<file path="config.mk">
export PLATFORM = sky130hd
export DESIGN_NAME = prs_sequencer
export DESIGN_NICKNAME = d
export VERILOG_FILES = /design/src/hdl/prs_pkg.sv /design/src/hdl/prs_hold_if.sv /design/src/hdl/prs_hold_timer.sv /design/src/hdl/prs_sequencer.sv
export SDC_FILE = /design/constraint.sdc
export NUM_CORES = 1
export LEC_CHECK = 0
export ABC_AREA = 0
export BUFFER_PORTS_ARGS = -buffer_cell sky130_fd_sc_hd__buf_4
export CAP_MARGIN = 20
export CORE_MARGIN = 1.5
export CORE_UTILIZATION = 45
export CTS_CLUSTER_DIAMETER = 50
export CTS_CLUSTER_SIZE = 24
export DETAILED_ROUTE_END_ITERATION = 16
export PLACE_DENSITY = 0.63
export SYNTH_ARGS = -nofsm -noshare
export SYNTH_HDL_FRONTEND = slang
export SYNTH_SLANG_ARGS = --single-unit
</file>
<file path="constraint.sdc">
create_clock -name clk_sys -period 11.8 [get_ports clk_sys]
set_input_delay 2.36 -clock clk_sys [delete_from_list [all_inputs] [get_ports clk_sys]]
set_output_delay 2.36 -clock clk_sys [all_outputs]
set_load 0.02 [all_outputs]
</file>
<file path="src/hdl/prs_pkg.sv">
`default_nettype none
package prs_pkg;
  // Clock and time base.
  localparam int unsigned CLK_PERIOD_NS = 32'h0000_000A;
  localparam longint unsigned SECOND_NS = 64'h0000_0000_3B9A_CA00;
  localparam int unsigned SEC_CYCLES_DFLT = 32'(SECOND_NS / CLK_PERIOD_NS);
  localparam int unsigned DEBOUNCE_MS = 32'h0000_000A;
  localparam int unsigned MS_NS = 32'h000F_4240;
  localparam int unsigned DEB_CYCLES_DFLT = (DEBOUNCE_MS * MS_NS) / CLK_PERIOD_NS;

  // Hold-time thresholds, in whole seconds of pressing.
  localparam int unsigned HOLD_W = 5;
  localparam logic [HOLD_W-1:0] HOLD_CD1 = 5'h01;
  localparam logic [HOLD_W-1:0] HOLD_CLEAR = 5'h05;
  localparam logic [HOLD_W-1:0] HOLD_CD2 = 5'h06;
  localparam logic [HOLD_W-1:0] HOLD_CONFIG = 5'h0A;
  localparam logic [HOLD_W-1:0] HOLD_CD3 = 5'h0B;
  localparam logic [HOLD_W-1:0] HOLD_FACTORY = 5'h0F;
  localparam logic [HOLD_W-1:0] HOLD_MAX = 5'h0F;

  // Startup timing, in seconds.
  localparam logic [HOLD_W-1:0] BOOT_TIMEOUT_S = 5'h1E;
  localparam logic [HOLD_W-1:0] VERSION_S = 5'h02;

  typedef enum logic [1:0] {
    APP_STOP = 2'h0,
    APP_RUN = 2'h1,
    APP_LOGIC_HALT = 2'h2,
    APP_ERROR = 2'h3
  } prs_app_t;

  typedef enum logic [1:0] {
    ACT_NONE = 2'h0,
    ACT_CLEAR = 2'h1,
    ACT_CONFIG = 2'h2,
    ACT_FACTORY = 2'h3
  } prs_act_t;

  typedef enum logic [3:0] {
    DISP_BLANK = 4'h0,
    DISP_SCROLL = 4'h1,
    DISP_VERSION = 4'h2,
    DISP_ADDR = 4'h3,
    DISP_LINK_LOCAL = 4'h4,
    DISP_COUNT = 4'h5,
    DISP_RESET_PEND = 4'h6,
    DISP_CONFIG_PEND = 4'h7,
    DISP_FACTORY_PEND = 4'h8,
    DISP_BOOT_ERR = 4'h9
  } prs_disp_t;

  typedef enum logic [3:0] {
    ST_POWER = 4'h0,
    ST_AUTH = 4'h1,
    ST_BOOT = 4'h3,
    ST_VERSION = 4'h2,
    ST_RUN = 4'h6,
    ST_HALT = 4'h7,
    ST_STORE = 4'h5,
    ST_APPLY = 4'h4,
    ST_RESET = 4'hC,
    ST_FAIL = 4'hD
  } prs_state_t;
endpackage
`default_nettype wire

</file>
<file path="src/hdl/prs_hold_if.sv">
`default_nettype none
interface prs_hold_if
  import prs_pkg::*;
  ();
  logic btn_in;
  logic pressed;
  logic released;
  logic [HOLD_W-1:0] hold_sec;

  modport timer (input btn_in, output pressed, output released, output hold_sec);
  modport user (output btn_in, input pressed, input released, input hold_sec);
endinterface
`default_nettype wire

</file>
<file path="src/hdl/prs_hold_timer.sv">
`default_nettype none
module prs_hold_timer
  import prs_pkg::*;
#(
  parameter int unsigned DEB_CYCLES = DEB_CYCLES_DFLT,
  parameter int unsigned SEC_CYCLES = SEC_CYCLES_DFLT
)
(
  // Clock and reset
  input wire logic clk_sys,
  input wire logic sys_rst,
  // Button side
  prs_hold_if.timer hif
);
  localparam int unsigned DW = $clog2(DEB_CYCLES + 1);
  localparam int unsigned SW = $clog2(SEC_CYCLES + 1);

  if (DEB_CYCLES < 1 || SEC_CYCLES < 2)
  begin : g_bad_cfg
    $error("prs_hold_timer: counts too small");
  end

  logic [DW-1:0] deb_cnt;
  logic [SW-1:0] pre_cnt;
  logic stable;
  logic rel;
  logic [HOLD_W-1:0] hold;

  // A press that bounces restarts the filter, so only a steady level is seen.
  wire differ = (hif.btn_in != stable);
  wire deb_done = differ && (deb_cnt == DW'(DEB_CYCLES - 1));
  wire sec_wrap = (pre_cnt == SW'(SEC_CYCLES - 1));
  wire rising = deb_done && hif.btn_in;
  wire [DW-1:0] next_deb_cnt = (differ && !deb_done) ? deb_cnt + 1'b1 : '0;
  wire [SW-1:0] next_pre_cnt = (rising || !stable || sec_wrap) ? '0 : pre_cnt + 1'b1;
  wire [HOLD_W-1:0] next_hold = rising ? '0 :
    (stable && sec_wrap && hold != HOLD_MAX) ? hold + 1'b1 : hold;

  always_ff @(posedge clk_sys or posedge sys_rst)
  begin
    if (sys_rst)
    begin
      deb_cnt <= '0;
      pre_cnt <= '0;
      stable <= 1'b0;
      rel <= 1'b0;
      hold <= '0;
    end
    else
    begin
      deb_cnt <= next_deb_cnt;
      pre_cnt <= next_pre_cnt;
      stable <= deb_done ? hif.btn_in : stable;
      rel <= deb_done && !hif.btn_in;
      hold <= next_hold;
    end
  end

  assign hif.pressed = stable;
  assign hif.released = rel;
  assign hif.hold_sec = hold;
endmodule // prs_hold_timer
`default_nettype wire

</file>
<file path="src/hdl/prs_sequencer.sv">
`default_nettype none
module prs_sequencer
  import prs_pkg::*;
#(
  parameter int unsigned DEB_CYCLES = DEB_CYCLES_DFLT,
  parameter int unsigned SEC_CYCLES = SEC_CYCLES_DFLT,
  parameter logic [3:0] FW_MAJOR = 4'h1,
  parameter logic [7:0] FW_MINOR = 8'h00
)
(
  // Clock and reset
  input wire logic clk_sys,
  input wire logic sys_rst,
  // Operator controls
  input wire logic btn_raw,
  input wire logic btn_enable,
  // Startup checks
  input wire logic img_check_done,
  input wire logic img_check_ok,
  input wire logic auth_done,
  input wire logic auth_ok,
  input wire logic os_up,
  // Configuration
  input wire logic addr_assigned,
  input wire logic always_link_local,
  input wire logic [1:0] startup_state,
  input wire logic [31:0] config_addr,
  input wire logic [31:0] link_local_addr,
  // Application handshakes
  input wire logic app_fault,
  input wire logic halt_done,
  input wire logic store_done,
  // Front panel
  output logic err_led,
  output logic [3:0] disp_code,
  output logic [2:0] disp_digit,
  output logic [31:0] disp_value,
  // Application and module control
  output logic [1:0] app_state,
  output logic halt_req,
  output logic store_req,
  output logic cfg_default,
  output logic file_delete,
  output logic module_reset,
  // Event log
  output logic log_valid,
  output logic [1:0] log_code
);
  localparam int unsigned SW = $clog2(SEC_CYCLES + 1);

  if (SEC_CYCLES < 2)
  begin : g_bad_cfg
    $error("prs_sequencer: SEC_CYCLES too small");
  end

  prs_hold_if hif ();

  prs_hold_timer #(
    .DEB_CYCLES(DEB_CYCLES),
    .SEC_CYCLES(SEC_CYCLES)
  ) u_hold (
    .clk_sys(clk_sys),
    .sys_rst(sys_rst),
    .hif(hif)
  );

  prs_state_t state;
  prs_state_t next_state;
  prs_act_t act;
  prs_app_t app;
  logic force_stop;
  logic [SW-1:0] pre_cnt;
  logic [HOLD_W-1:0] sec_cnt;

  // A disabled switch masks the button at its source, so no hold time builds up.
  assign hif.btn_in = btn_raw && btn_enable;

  wire [HOLD_W-1:0] hold = hif.hold_sec;
  wire btn_live = hif.pressed && btn_enable;
  wire fire = hif.released && btn_enable && (state == ST_RUN);

  // The deepest code reached before release picks the action.
  wire prs_act_t rel_act = (hold >= HOLD_FACTORY) ? ACT_FACTORY :
                           (hold >= HOLD_CONFIG) ? ACT_CONFIG :
                           (hold >= HOLD_CLEAR) ? ACT_CLEAR : ACT_NONE;
  wire act_go = fire && (rel_act != ACT_NONE);
  wire prs_act_t cur_act = act_go ? rel_act : act;
  wire app_live = (app == APP_RUN) || (app == APP_LOGIC_HALT);
  wire state_chg = (next_state != state);
  wire sec_tick = (pre_cnt == SW'(SEC_CYCLES - 1));

  always_comb
  begin
    next_state = state;
    case (state)
      ST_POWER:
        if (img_check_done)
          next_state = img_check_ok ? ST_AUTH : ST_FAIL;
      ST_AUTH:
        if (auth_done)
          next_state = auth_ok ? ST_BOOT : ST_FAIL;
      ST_BOOT:
        if (os_up)
          next_state = ST_VERSION;
        else if (sec_cnt == BOOT_TIMEOUT_S)
          next_state = ST_FAIL;
      ST_VERSION:
        if (sec_cnt == VERSION_S)
          next_state = ST_RUN;
      ST_RUN:
        if (act_go)
        begin
          if (app_live)
            next_state = ST_HALT;
          else
            next_state = (rel_act == ACT_CLEAR) ? ST_RESET : ST_APPLY;
        end
      ST_HALT:
        if (halt_done)
          next_state = (act == ACT_CLEAR) ? ST_RESET : ST_STORE;
      ST_STORE:
        if (store_done)
          next_state = ST_APPLY;
      ST_APPLY:
        next_state = ST_RESET;
      ST_RESET:
        next_state = ST_POWER;
      ST_FAIL:
        next_state = ST_FAIL;
      default:
        next_state = ST_POWER;
    endcase
  end

  // Application state: set last in startup, stopped by halts and resets.
  wire prs_app_t start_app = force_stop ? APP_STOP : prs_app_t'(startup_state);
  wire prs_app_t next_app =
    (state == ST_VERSION && next_state == ST_RUN) ? start_app :
    (state == ST_RUN && app_fault && !act_go) ? APP_ERROR :
    (state == ST_HALT && halt_done) ? APP_STOP :
    (next_state == ST_RESET && !app_live) ? APP_STOP : app;
  wire next_force_stop = (next_state == ST_APPLY) ? 1'b1 :
    (state == ST_VERSION && next_state == ST_RUN) ? 1'b0 : force_stop;

  // Front panel selection.
  wire in_count1 = (hold >= HOLD_CD1) && (hold < HOLD_CLEAR);
  wire in_count2 = (hold >= HOLD_CD2) && (hold < HOLD_CONFIG);
  wire in_count3 = (hold >= HOLD_CD3) && (hold < HOLD_FACTORY);
  wire [HOLD_W-1:0] cd_base = in_count1 ? HOLD_CLEAR : in_count2 ? HOLD_CONFIG : HOLD_FACTORY;
  wire [HOLD_W-1:0] cd_left = cd_base - hold;
  wire use_link_local = !addr_assigned || always_link_local;
  wire prs_disp_t run_disp =
    (btn_live && (in_count1 || in_count2 || in_count3)) ? DISP_COUNT :
    (btn_live && hold >= HOLD_FACTORY) ? DISP_FACTORY_PEND :
    (btn_live && hold >= HOLD_CONFIG) ? DISP_CONFIG_PEND :
    (btn_live && hold >= HOLD_CLEAR) ? DISP_RESET_PEND :
    use_link_local ? DISP_LINK_LOCAL : DISP_ADDR;
  wire prs_disp_t next_disp =
    (next_state == ST_BOOT) ? DISP_SCROLL :
    (next_state == ST_VERSION) ? DISP_VERSION :
    (next_state == ST_RUN) ? run_disp :
    (state == ST_BOOT && next_state == ST_FAIL) ? DISP_BOOT_ERR :
    (next_state == ST_FAIL) ? prs_disp_t'(disp_code) : DISP_BLANK;
  wire [31:0] next_value =
    (next_disp == DISP_VERSION) ? {20'h00000, FW_MAJOR, FW_MINOR} :
    (next_disp == DISP_LINK_LOCAL) ? link_local_addr :
    (next_disp == DISP_ADDR) ? config_addr : 32'h0000_0000;
  wire next_led = (next_state == ST_POWER) || (next_state == ST_AUTH) || (next_state == ST_FAIL);

  always_ff @(posedge clk_sys or posedge sys_rst)
  begin
    if (sys_rst)
    begin
      state <= ST_POWER;
      act <= ACT_NONE;
      app <= APP_STOP;
      force_stop <= 1'b0;
      pre_cnt <= '0;
      sec_cnt <= '0;
    end
    else
    begin
      state <= next_state;
      act <= cur_act;
      app <= next_app;
      force_stop <= next_force_stop;
      pre_cnt <= (state_chg || sec_tick) ? '0 : pre_cnt + 1'b1;
      // Stage seconds stop at the boot limit, the longest stage that is timed.
      sec_cnt <= state_chg ? '0 : (sec_tick && sec_cnt != BOOT_TIMEOUT_S) ? sec_cnt + 1'b1 : sec_cnt;
    end
  end

  always_ff @(posedge clk_sys or posedge sys_rst)
  begin
    if (sys_rst)
    begin
      err_led <= 1'b1;
      disp_code <= DISP_BLANK;
      disp_digit <= 3'h0;
      disp_value <= 32'h0000_0000;
      app_state <= APP_STOP;
      halt_req <= 1'b0;
      store_req <= 1'b0;
      cfg_default <= 1'b0;
      file_delete <= 1'b0;
      module_reset <= 1'b0;
      log_valid <= 1'b0;
      log_code <= ACT_NONE;
    end
    else
    begin
      err_led <= next_led;
      disp_code <= next_disp;
      disp_digit <= (next_disp == DISP_COUNT) ? cd_left[2:0] : 3'h0;
      disp_value <= next_value;
      app_state <= next_app;
      halt_req <= (next_state == ST_HALT);
      store_req <= (next_state == ST_STORE);
      cfg_default <= (next_state == ST_APPLY);
      file_delete <= (next_state == ST_APPLY) && (cur_act == ACT_FACTORY);
      module_reset <= (next_state == ST_RESET);
      log_valid <= fire;
      log_code <= rel_act;
    end
  end
endmodule // prs_sequencer
`default_nettype wire

</file>
After elaboration in Yosys (flattened, before gate mapping)
Index checks and enable logic that the tools add are counted.
{"block": "classes", "n_mul": 0, "n_div": 0, "n_eq_ne": 35, "magnitude_cmp": 9, "n_shift": 0, "addsub": 6, "n_reduce_logical": 48, "n_bitwise": 0, "mux": 48}
{"cell": "2-to-1 mux 32 bit", "count": 3}
{"cell": "2-to-1 mux 4 bit", "count": 20}
{"cell": "adder 27 x 1 -> 27 bit (second input constant)", "count": 2}
{"cell": "== test 27 bit (second input constant)", "count": 2}
{"cell": "2-to-1 mux 27 bit", "count": 2}
{"cell": "== test 4 x 3 -> 1 bit (second input constant)", "count": 10}
{"cell": "case mux 4 bit (9 select lines)", "count": 1}
{"cell": "logical AND 1 bit", "count": 26}
{"cell": "== test 4 x 2 -> 1 bit (second input constant)", "count": 6}
{"cell": "adder 20 x 1 -> 20 bit (second input constant)", "count": 1}
{"cell": "== test 20 bit (second input constant)", "count": 1}
{"cell": "2-to-1 mux 20 bit", "count": 1}
{"cell": "2-to-1 mux 5 bit", "count": 4}
{"cell": "2-to-1 mux 3 bit", "count": 6}
{"cell": "2-to-1 mux 2 bit", "count": 8}
{"cell": "greater-or-equal comparator 5 x 4 -> 1 bit (second input constant)", "count": 3}
{"cell": "== test 4 bit (second input constant)", "count": 3}
{"cell": "adder 5 x 1 -> 5 bit (second input constant)", "count": 2}
{"cell": "greater-or-equal comparator 5 x 3 -> 1 bit (second input constant)", "count": 2}
{"cell": "less-than comparator 5 x 4 -> 1 bit (second input constant)", "count": 2}
{"cell": "logical OR 1 bit", "count": 9}
{"cell": "== test 4 x 1 -> 1 bit (second input constant)", "count": 2}
{"cell": "logical NOT 4 bit", "count": 2}
{"cell": "nonzero test 2 bit", "count": 4}
{"cell": "other kinds (14)", "count": 24}
{"block": "word_totals", "memories": 0, "ff_bits": 143, "ramBits": 0, "output_inout_bits": 50, "wordCells": 168, "mem_bits_ro": 0, "latchBits": 0}

Depth between registers and ports, before layout
{"block": "depth", "word_depth": 19, "depth_mapped": 15, "mapped_depth_nobuf": 13}

By module
Synthesis repeated with hierarchy kept, for this count alone.
{"block": "hier_totals", "hier_cells": 688, "hier_area_um2": 7279.5}
{"module": "prs_sequencer", "instances": 1, "cells_each": 417, "area_per_inst_um2": 4580.6}
{"module": "prs_hold_timer", "instances": 1, "cells_each": 271, "area_per_inst_um2": 2698.8}

Worst setup path before layout
OpenSTA, ideal clock, no wires.
{"block": "synth_path", "path_type": "input -> register", "startpoint": "input img_check_done", "endpoint": "register disp_value[22]", "slack_ps": 7229, "cell_stages": 11, "path_buffers": 1, "t_arrival_ps": 4450, "path_cell_list": "nor2b_1 -> o2111ai_1 -> o211ai_4 -> or4_4 -> or4b_1 -> o21ai_2 -> nor2_1 -> inv_2 -> nor4_2 -> buf_2 -> a22o_1"}
{"block": "synth_between", "elab_chain_len": 12, "word_cells_on_any_way": 18, "cone_classes": "eq/ne: 7; mux: 10; reduce/logical: 1"}
{"element": "start: declaration", "line": "prs_sequencer.sv:18", "rtl": "input wire logic img_check_done,"}
{"element": "2-to-1 mux 4 bit *", "line": "prs_sequencer.sv:97", "rtl": "if (img_check_done)"}
{"element": "case mux 4 bit (9 select lines) *", "line": "prs_sequencer.sv:95", "rtl": "case (state)"}
{"element": "named net next_state[0]", "line": "prs_sequencer.sv:68", "rtl": "prs_state_t next_state;"}
{"element": "== test 4 bit", "line": "prs_sequencer.sv:162, prs_sequencer.sv:163"}
{"element": "2-to-1 mux 4 bit / logical AND 1 bit (equally long branches)", "line": "prs_sequencer.sv:163, prs_sequencer.sv:162"}
{"element": "2-to-1 mux 4 bit", "line": "prs_sequencer.sv:162", "rtl": "(state == ST_BOOT && next_state == ST_FAIL) ? DISP_BOOT_ERR :"}
{"element": "2-to-1 mux 4 bit", "line": "prs_sequencer.sv:161", "rtl": "(next_state == ST_RUN) ? run_disp :"}
{"element": "2-to-1 mux 4 bit", "line": "prs_sequencer.sv:160", "rtl": "(next_state == ST_VERSION) ? DISP_VERSION :"}
{"element": "2-to-1 mux 4 bit *", "line": "prs_sequencer.sv:159", "rtl": "(next_state == ST_BOOT) ? DISP_SCROLL :"}
{"element": "named net next_disp[0]", "line": "prs_sequencer.sv:158", "rtl": "wire prs_disp_t next_disp ="}
{"element": "== test 4 x 2 -> 1 bit", "line": "prs_sequencer.sv:167", "rtl": "(next_disp == DISP_ADDR) ? config_addr : 32'h0000_0000;"}
{"element": "2-to-1 mux 32 bit", "line": "prs_sequencer.sv:167"}
{"element": "2-to-1 mux 32 bit", "line": "prs_sequencer.sv:166", "rtl": "(next_disp == DISP_LINK_LOCAL) ? link_local_addr :"}
{"element": "2-to-1 mux 32 bit *", "line": "prs_sequencer.sv:165", "rtl": "(next_disp == DISP_VERSION) ? {20'h00000, FW_MAJOR, FW_MINOR} :"}
{"element": "named net next_value[22]", "line": "prs_sequencer.sv:164", "rtl": "wire [31:0] next_value ="}
{"element": "end signal: assignment", "line": "prs_sequencer.sv:215", "rtl": "disp_value <= next_value;"}
{"element": "end: declaration", "line": "prs_sequencer.sv:37", "rtl": "output logic [31:0] disp_value,"}
Mark *: on every way through the listed nets, which the timed path passes. The rest lies on a longest branch.
A chain may end at the register's enable or synchronous reset.

Worst setup path after layout
{"block": "layout_path", "startpoint": "input img_check_done", "endpoint": "register disp_value[1]"}
Same word-level chain as after synthesis.

==> results.rst <==
.. list-table::
   :header-rows: 1

   * - Metric
     - Value
   * - Cell variety after synth
     - 62
   * - Synth Net Count
     - between 700 and 800
   * - Total length of routed wires
     - 15.4 mm
   * - Layout Cells excl Fill
     - 1004
   * - Post-route cell area
     - 8660 um^2
   * - Number of top-level design ports
     - 130
   * - Setup CP Type
     - in2reg
   * - Highest net fanout along the worst path
     - 32
   * - Status
     - finished, final reports clean
   * - Post-synthesis instance area
     - 6900 um^2
   * - Register clock-pin slew on the reported worst setup and hold paths
     - 60 ps
   * - Post-cts hold buffer count
     - 0
   * - Fraction of layout instances using a drive strength above 1
     - 21.7%
   * - Class of the worst hold path
     - reg2reg
   * - Cell depth of the worst hold path
     - 1
   * - Summed negative setup slack over all endpoints
     - 0 ps
   * - Vias per cell
     - 5.33
   * - Dominant register cell in the synthesized netlist
     - sky130_fd_sc_hd__dfrtp_1
   * - Die area
     - 16100 um^2
   * - Worst-case vdd ir drop
     - 0.000115 V
   * - Post-synthesis xor/xnor area fraction
     - 9.52%
   * - Count of flip-flops with a built-in enable after synthesis
     - 0
   * - Setup Viol. Count Final
     - 0
   * - Final critical delay including setup and external delays
     - 4610 ps
   * - Mean Syn Cell Area
     - 10.2 um^2
   * - CTS-repair resized insts
     - 0
   * - Critical path arrival
     - 4910 ps
   * - Initial Util
     - 45.7%
   * - Critical path startpoint category
     - input pin
   * - Warnings from Yosys
     - 0
   * - Post-CTS repair timing setup buffer count
     - 0
   * - Mux cell area share after synthesis
     - 0.145%
   * - Cell class contributing the biggest share of worst-path delay
     - simple AND/OR/NAND/NOR gates
   * - Sequential fraction of the synthesis area
     - 51.9%
   * - Initial antenna violation count
     - 0
   * - HPWL after detailed placement
     - 11.0 mm
   * - Critical Path Slowest Stage Cell
     - sky130_fd_sc_hd__or4b_1
   * - Post-synthesis compound-gate area fraction
     - 10.4%
   * - Vias in the first global route
     - 5565
   * - Synth async-reset ratio
     - 100%
   * - WL per Instance
     - between 15 and 20 um
   * - Critical Path, Cell by Cell
     - buf_4 -> nor2b_1 -> o2111ai_1 -> o211ai_4 -> or4_4 -> or4b_1 -> o21ai_2 -> nor2_1 -> inv_2 -> nor4_4 -> buf_4 -> a22o_1
   * - Area growth from synthesis to layout
     - 25.6%
   * - Pwr/cell area
     - between 150 and 200 nW/um^2
   * - Register bit count reported by yosys
     - 143
   * - Die Ht
     - 127 um
   * - Diode insertion count for antenna repair
     - 0
   * - Placeable Area
     - 15100 um^2
   * - Main combinational cell family by area after synthesis
     - simple AND/OR/NAND/NOR gates
   * - CP dominant cell by count
     - sky130_fd_sc_hd__buf_4
   * - Weighted congestion at the end of routability-driven global placement
     - 0.838
   * - Skew final
     - 8.46 ps
   * - Fin. max-slew vios
     - 0
   * - Share of synthesized cell area in full adder, half adder and majority cells
     - 2.10%
   * - Number of nets with antenna violations after detailed routing
     - 0
   * - Maximum number of pins on one net before global-route repair
     - slightly below 90
   * - Placement Rows
     - 45
   * - Simple-gate share of the synthesized area
     - 22.8%
   * - Worst slew margin relative to its limit
     - between 30% and 40%
   * - Cell at the root of the clock tree
     - sky130_fd_sc_hd__clkbuf_16
   * - Reported leakage power
     - between 4 and 5 nW
   * - Clock buffer count from CTS
     - 17
   * - Crit path largest cell delay
     - 510 ps
   * - Data required time at the worst endpoint
     - 12100 ps
   * - Initial DRT Pass Iterations
     - 4
   * - Critical path buffers and inverters
     - 3
   * - Total DRC errors in the routed layout
     - 0
   * - Num Clock Sinks
     - 143
   * - Worst Tran Pin Value
     - 938 ps
   * - Instance area at placement
     - 7990 um^2
   * - Logic depth of the worst register-to-register path
     - 13
   * - Highest Clock Rate
     - 0.217 GHz
   * - TritonCTS clock tree
     - built
   * - Setup crit end kind
     - register
   * - Crit. path cell count
     - 12
   * - GRT Total Usage
     - 20.3%
   * - Placed insts
     - 970
   * - Total count of hold-check failures in the final report
     - 0
   * - Fin crit share
     - 39.1%
   * - Clock Latency Late Sink
     - 420 ps
   * - Max-cap violation count
     - 0
   * - Overall via count from detail_route
     - ~5400
   * - Power Total
     - 1.40 mW
   * - Die width
     - 127 um
   * - Wire length of the first global-routing pass
     - 26.2 mm
   * - Number of buffer cells added on primary ports
     - 129
   * - RSZ-0062 raised after global routing
     - false
   * - DR iter-0 viols
     - between 200 and 300
   * - Post-layout net count
     - 894
   * - Buffer levels on the longest clock path
     - 2
   * - Residual overflow from global routing
     - 0
   * - Number of levels in the clock H-tree
     - 4
   * - Gate count after technology mapping
     - 679
cells by family after synthesis:
family	after synthesis
xor+xnor	75
flops	143
fa+ha+maj	11
simple gates	311
mux	1
buf+inv	48
compound gates	90
layer usage:
layer,GRT usage [%],share of wire [%]
met5,0,0
met4,6.55,1.5
met3,5.82,5.1
met2,34.4,50
met1,25.2,43
metrics by stage:
step | worst slack (ps) | hold slack, ps | utilization, %
after floorplan | 5600 | 424 | -
final | 7190 | 468 | 57.4
after CTS | 6760 | 471 | 57.0
after global placement | 6410 | 438 | 52.9
after detailed placement | 6320 | 445 | 52.9
after global routing | 7010 | 487 | 57.4
state kept, by name (all words and copies together), names as in the netlist, 2 cells and up:
register / cells
act: 2
app_state: 2
disp_code: 4
disp_digit: 3
disp_value: 32
log_code: 2
pre_cnt: 27
sec_cnt: 5
state: 4
u_hold.deb_cnt: 20
u_hold.hif.hold_sec: 5
u_hold.pre_cnt: 27
layout by cell type (no fill, tap or decap), types with 3 or more instances in the layout:
| cell type | synthesis | routed |
|---|---|---|
| sky130_fd_sc_hd__dfrtp_1 | 142 | 142 |
| sky130_fd_sc_hd__buf_4 | 1 | 131 |
| sky130_fd_sc_hd__nor2_1 | 112 | 112 |
| sky130_fd_sc_hd__nand2_1 | 47 | 47 |
| sky130_fd_sc_hd__xor2_1 | 43 | 43 |
| sky130_fd_sc_hd__nand3_1 | 35 | 35 |
| sky130_fd_sc_hd__a22o_1 | 33 | 33 |
| sky130_fd_sc_hd__xnor2_1 | 32 | 32 |
| sky130_fd_sc_hd__and3_1 | 19 | 19 |
| sky130_fd_sc_hd__inv_1 | 19 | 18 |
| sky130_fd_sc_hd__clkbuf_16 | 0 | 17 |
| sky130_fd_sc_hd__nor3_1 | 16 | 16 |
| sky130_fd_sc_hd__o21ai_0 | 15 | 15 |
| sky130_fd_sc_hd__nand4_1 | 13 | 13 |
| sky130_fd_sc_hd__ha_1 | 10 | 10 |
| sky130_fd_sc_hd__a21oi_1 | 9 | 9 |
| sky130_fd_sc_hd__nor2b_1 | 8 | 8 |
| sky130_fd_sc_hd__or3_1 | 8 | 8 |
| sky130_fd_sc_hd__and2_1 | 7 | 7 |
| sky130_fd_sc_hd__nor4_1 | 7 | 7 |
| sky130_fd_sc_hd__and4_1 | 7 | 7 |
| sky130_fd_sc_hd__nand2b_1 | 6 | 6 |
| sky130_fd_sc_hd__o31a_1 | 4 | 4 |
| sky130_fd_sc_hd__o21a_1 | 4 | 4 |
| sky130_fd_sc_hd__and3b_1 | 4 | 4 |
| sky130_fd_sc_hd__a211oi_1 | 4 | 4 |
| sky130_fd_sc_hd__nor3b_1 | 4 | 4 |
| sky130_fd_sc_hd__inv_6 | 0 | 4 |
| sky130_fd_sc_hd__bufinv_16 | 0 | 4 |
| sky130_fd_sc_hd__or2_2 | 3 | 3 |
| sky130_fd_sc_hd__nor4b_1 | 3 | 3 |
| sky130_fd_sc_hd__clkinv_2 | 0 | 3 |
final cells by class:
| cell class | instances | area (um^2) |
|---|---|---|
| multi-input combinational | 488 | 3110 |
| timing repair buffer | 133 | 1040 |
| clock inverter | 13 | 186 |
| inverter | 20 | 80.1 |
| tap | 188 | 235 |
| sequential | 143 | 3580 |
| clock buffer | 19 | 433 |
| fill | 1336 | 6430 |
path summary, 6_finish.rpt:
check | start | slack, ps | end
worst max-delay path | img_check_done | 7190 | disp_value[1]
worst min register to register | pre_cnt[0] | 470 | pre_cnt[0]
max in group asynchronous | sys_rst | 8660 | u_hold.pre_cnt[17]
worst min-delay path | pre_cnt[0] | 470 | pre_cnt[0]
min in group asynchronous | sys_rst | 1990 | pre_cnt[15]
worst max register to register | u_hold.hif.hold_sec[1] | 7930 | disp_value[1]
Yosys cell counts (7+ instances only):
| master | n | area (um^2) |
|---|---|---|
| sky130_fd_sc_hd__o21ai_0 | 15 | 75.1 |
| sky130_fd_sc_hd__and2_1 | 7 | 43.8 |
| sky130_fd_sc_hd__nor2b_1 | 8 | 50.1 |
| sky130_fd_sc_hd__or3_1 | 8 | 50.1 |
| sky130_fd_sc_hd__nor3_1 | 16 | 80.1 |
| sky130_fd_sc_hd__clkbuf_1 | 19 | 71.3 |
| sky130_fd_sc_hd__xnor2_1 | 32 | 280 |
| sky130_fd_sc_hd__ha_1 | 10 | 125 |
| sky130_fd_sc_hd__and3_1 | 19 | 119 |
| sky130_fd_sc_hd__nor4_1 | 7 | 43.8 |
| sky130_fd_sc_hd__nand4_1 | 13 | 81.3 |
| sky130_fd_sc_hd__nor2_1 | 112 | 420 |
| sky130_fd_sc_hd__and4_1 | 7 | 61.3 |
| sky130_fd_sc_hd__inv_1 | 19 | 71.3 |
| sky130_fd_sc_hd__dfrtp_1 | 142 | 3550 |
| sky130_fd_sc_hd__a21oi_1 | 9 | 45.0 |
| sky130_fd_sc_hd__nand2_1 | 47 | 176 |
| sky130_fd_sc_hd__a22o_1 | 33 | 289 |
| sky130_fd_sc_hd__nand3_1 | 35 | 175 |
| sky130_fd_sc_hd__xor2_1 | 43 | 377 |
power by group:
part | switching (mW) | total (mW) | internal [mW]
clock | 0.206 | 0.562 | 0.355
combinational | 0.167 | 0.272 | 0.105
sequential | 0.0437 | 0.568 | 0.524
total | 0.417 | 1.40 | 0.984
No activity file was read; power rests on OpenSTA's default activity.
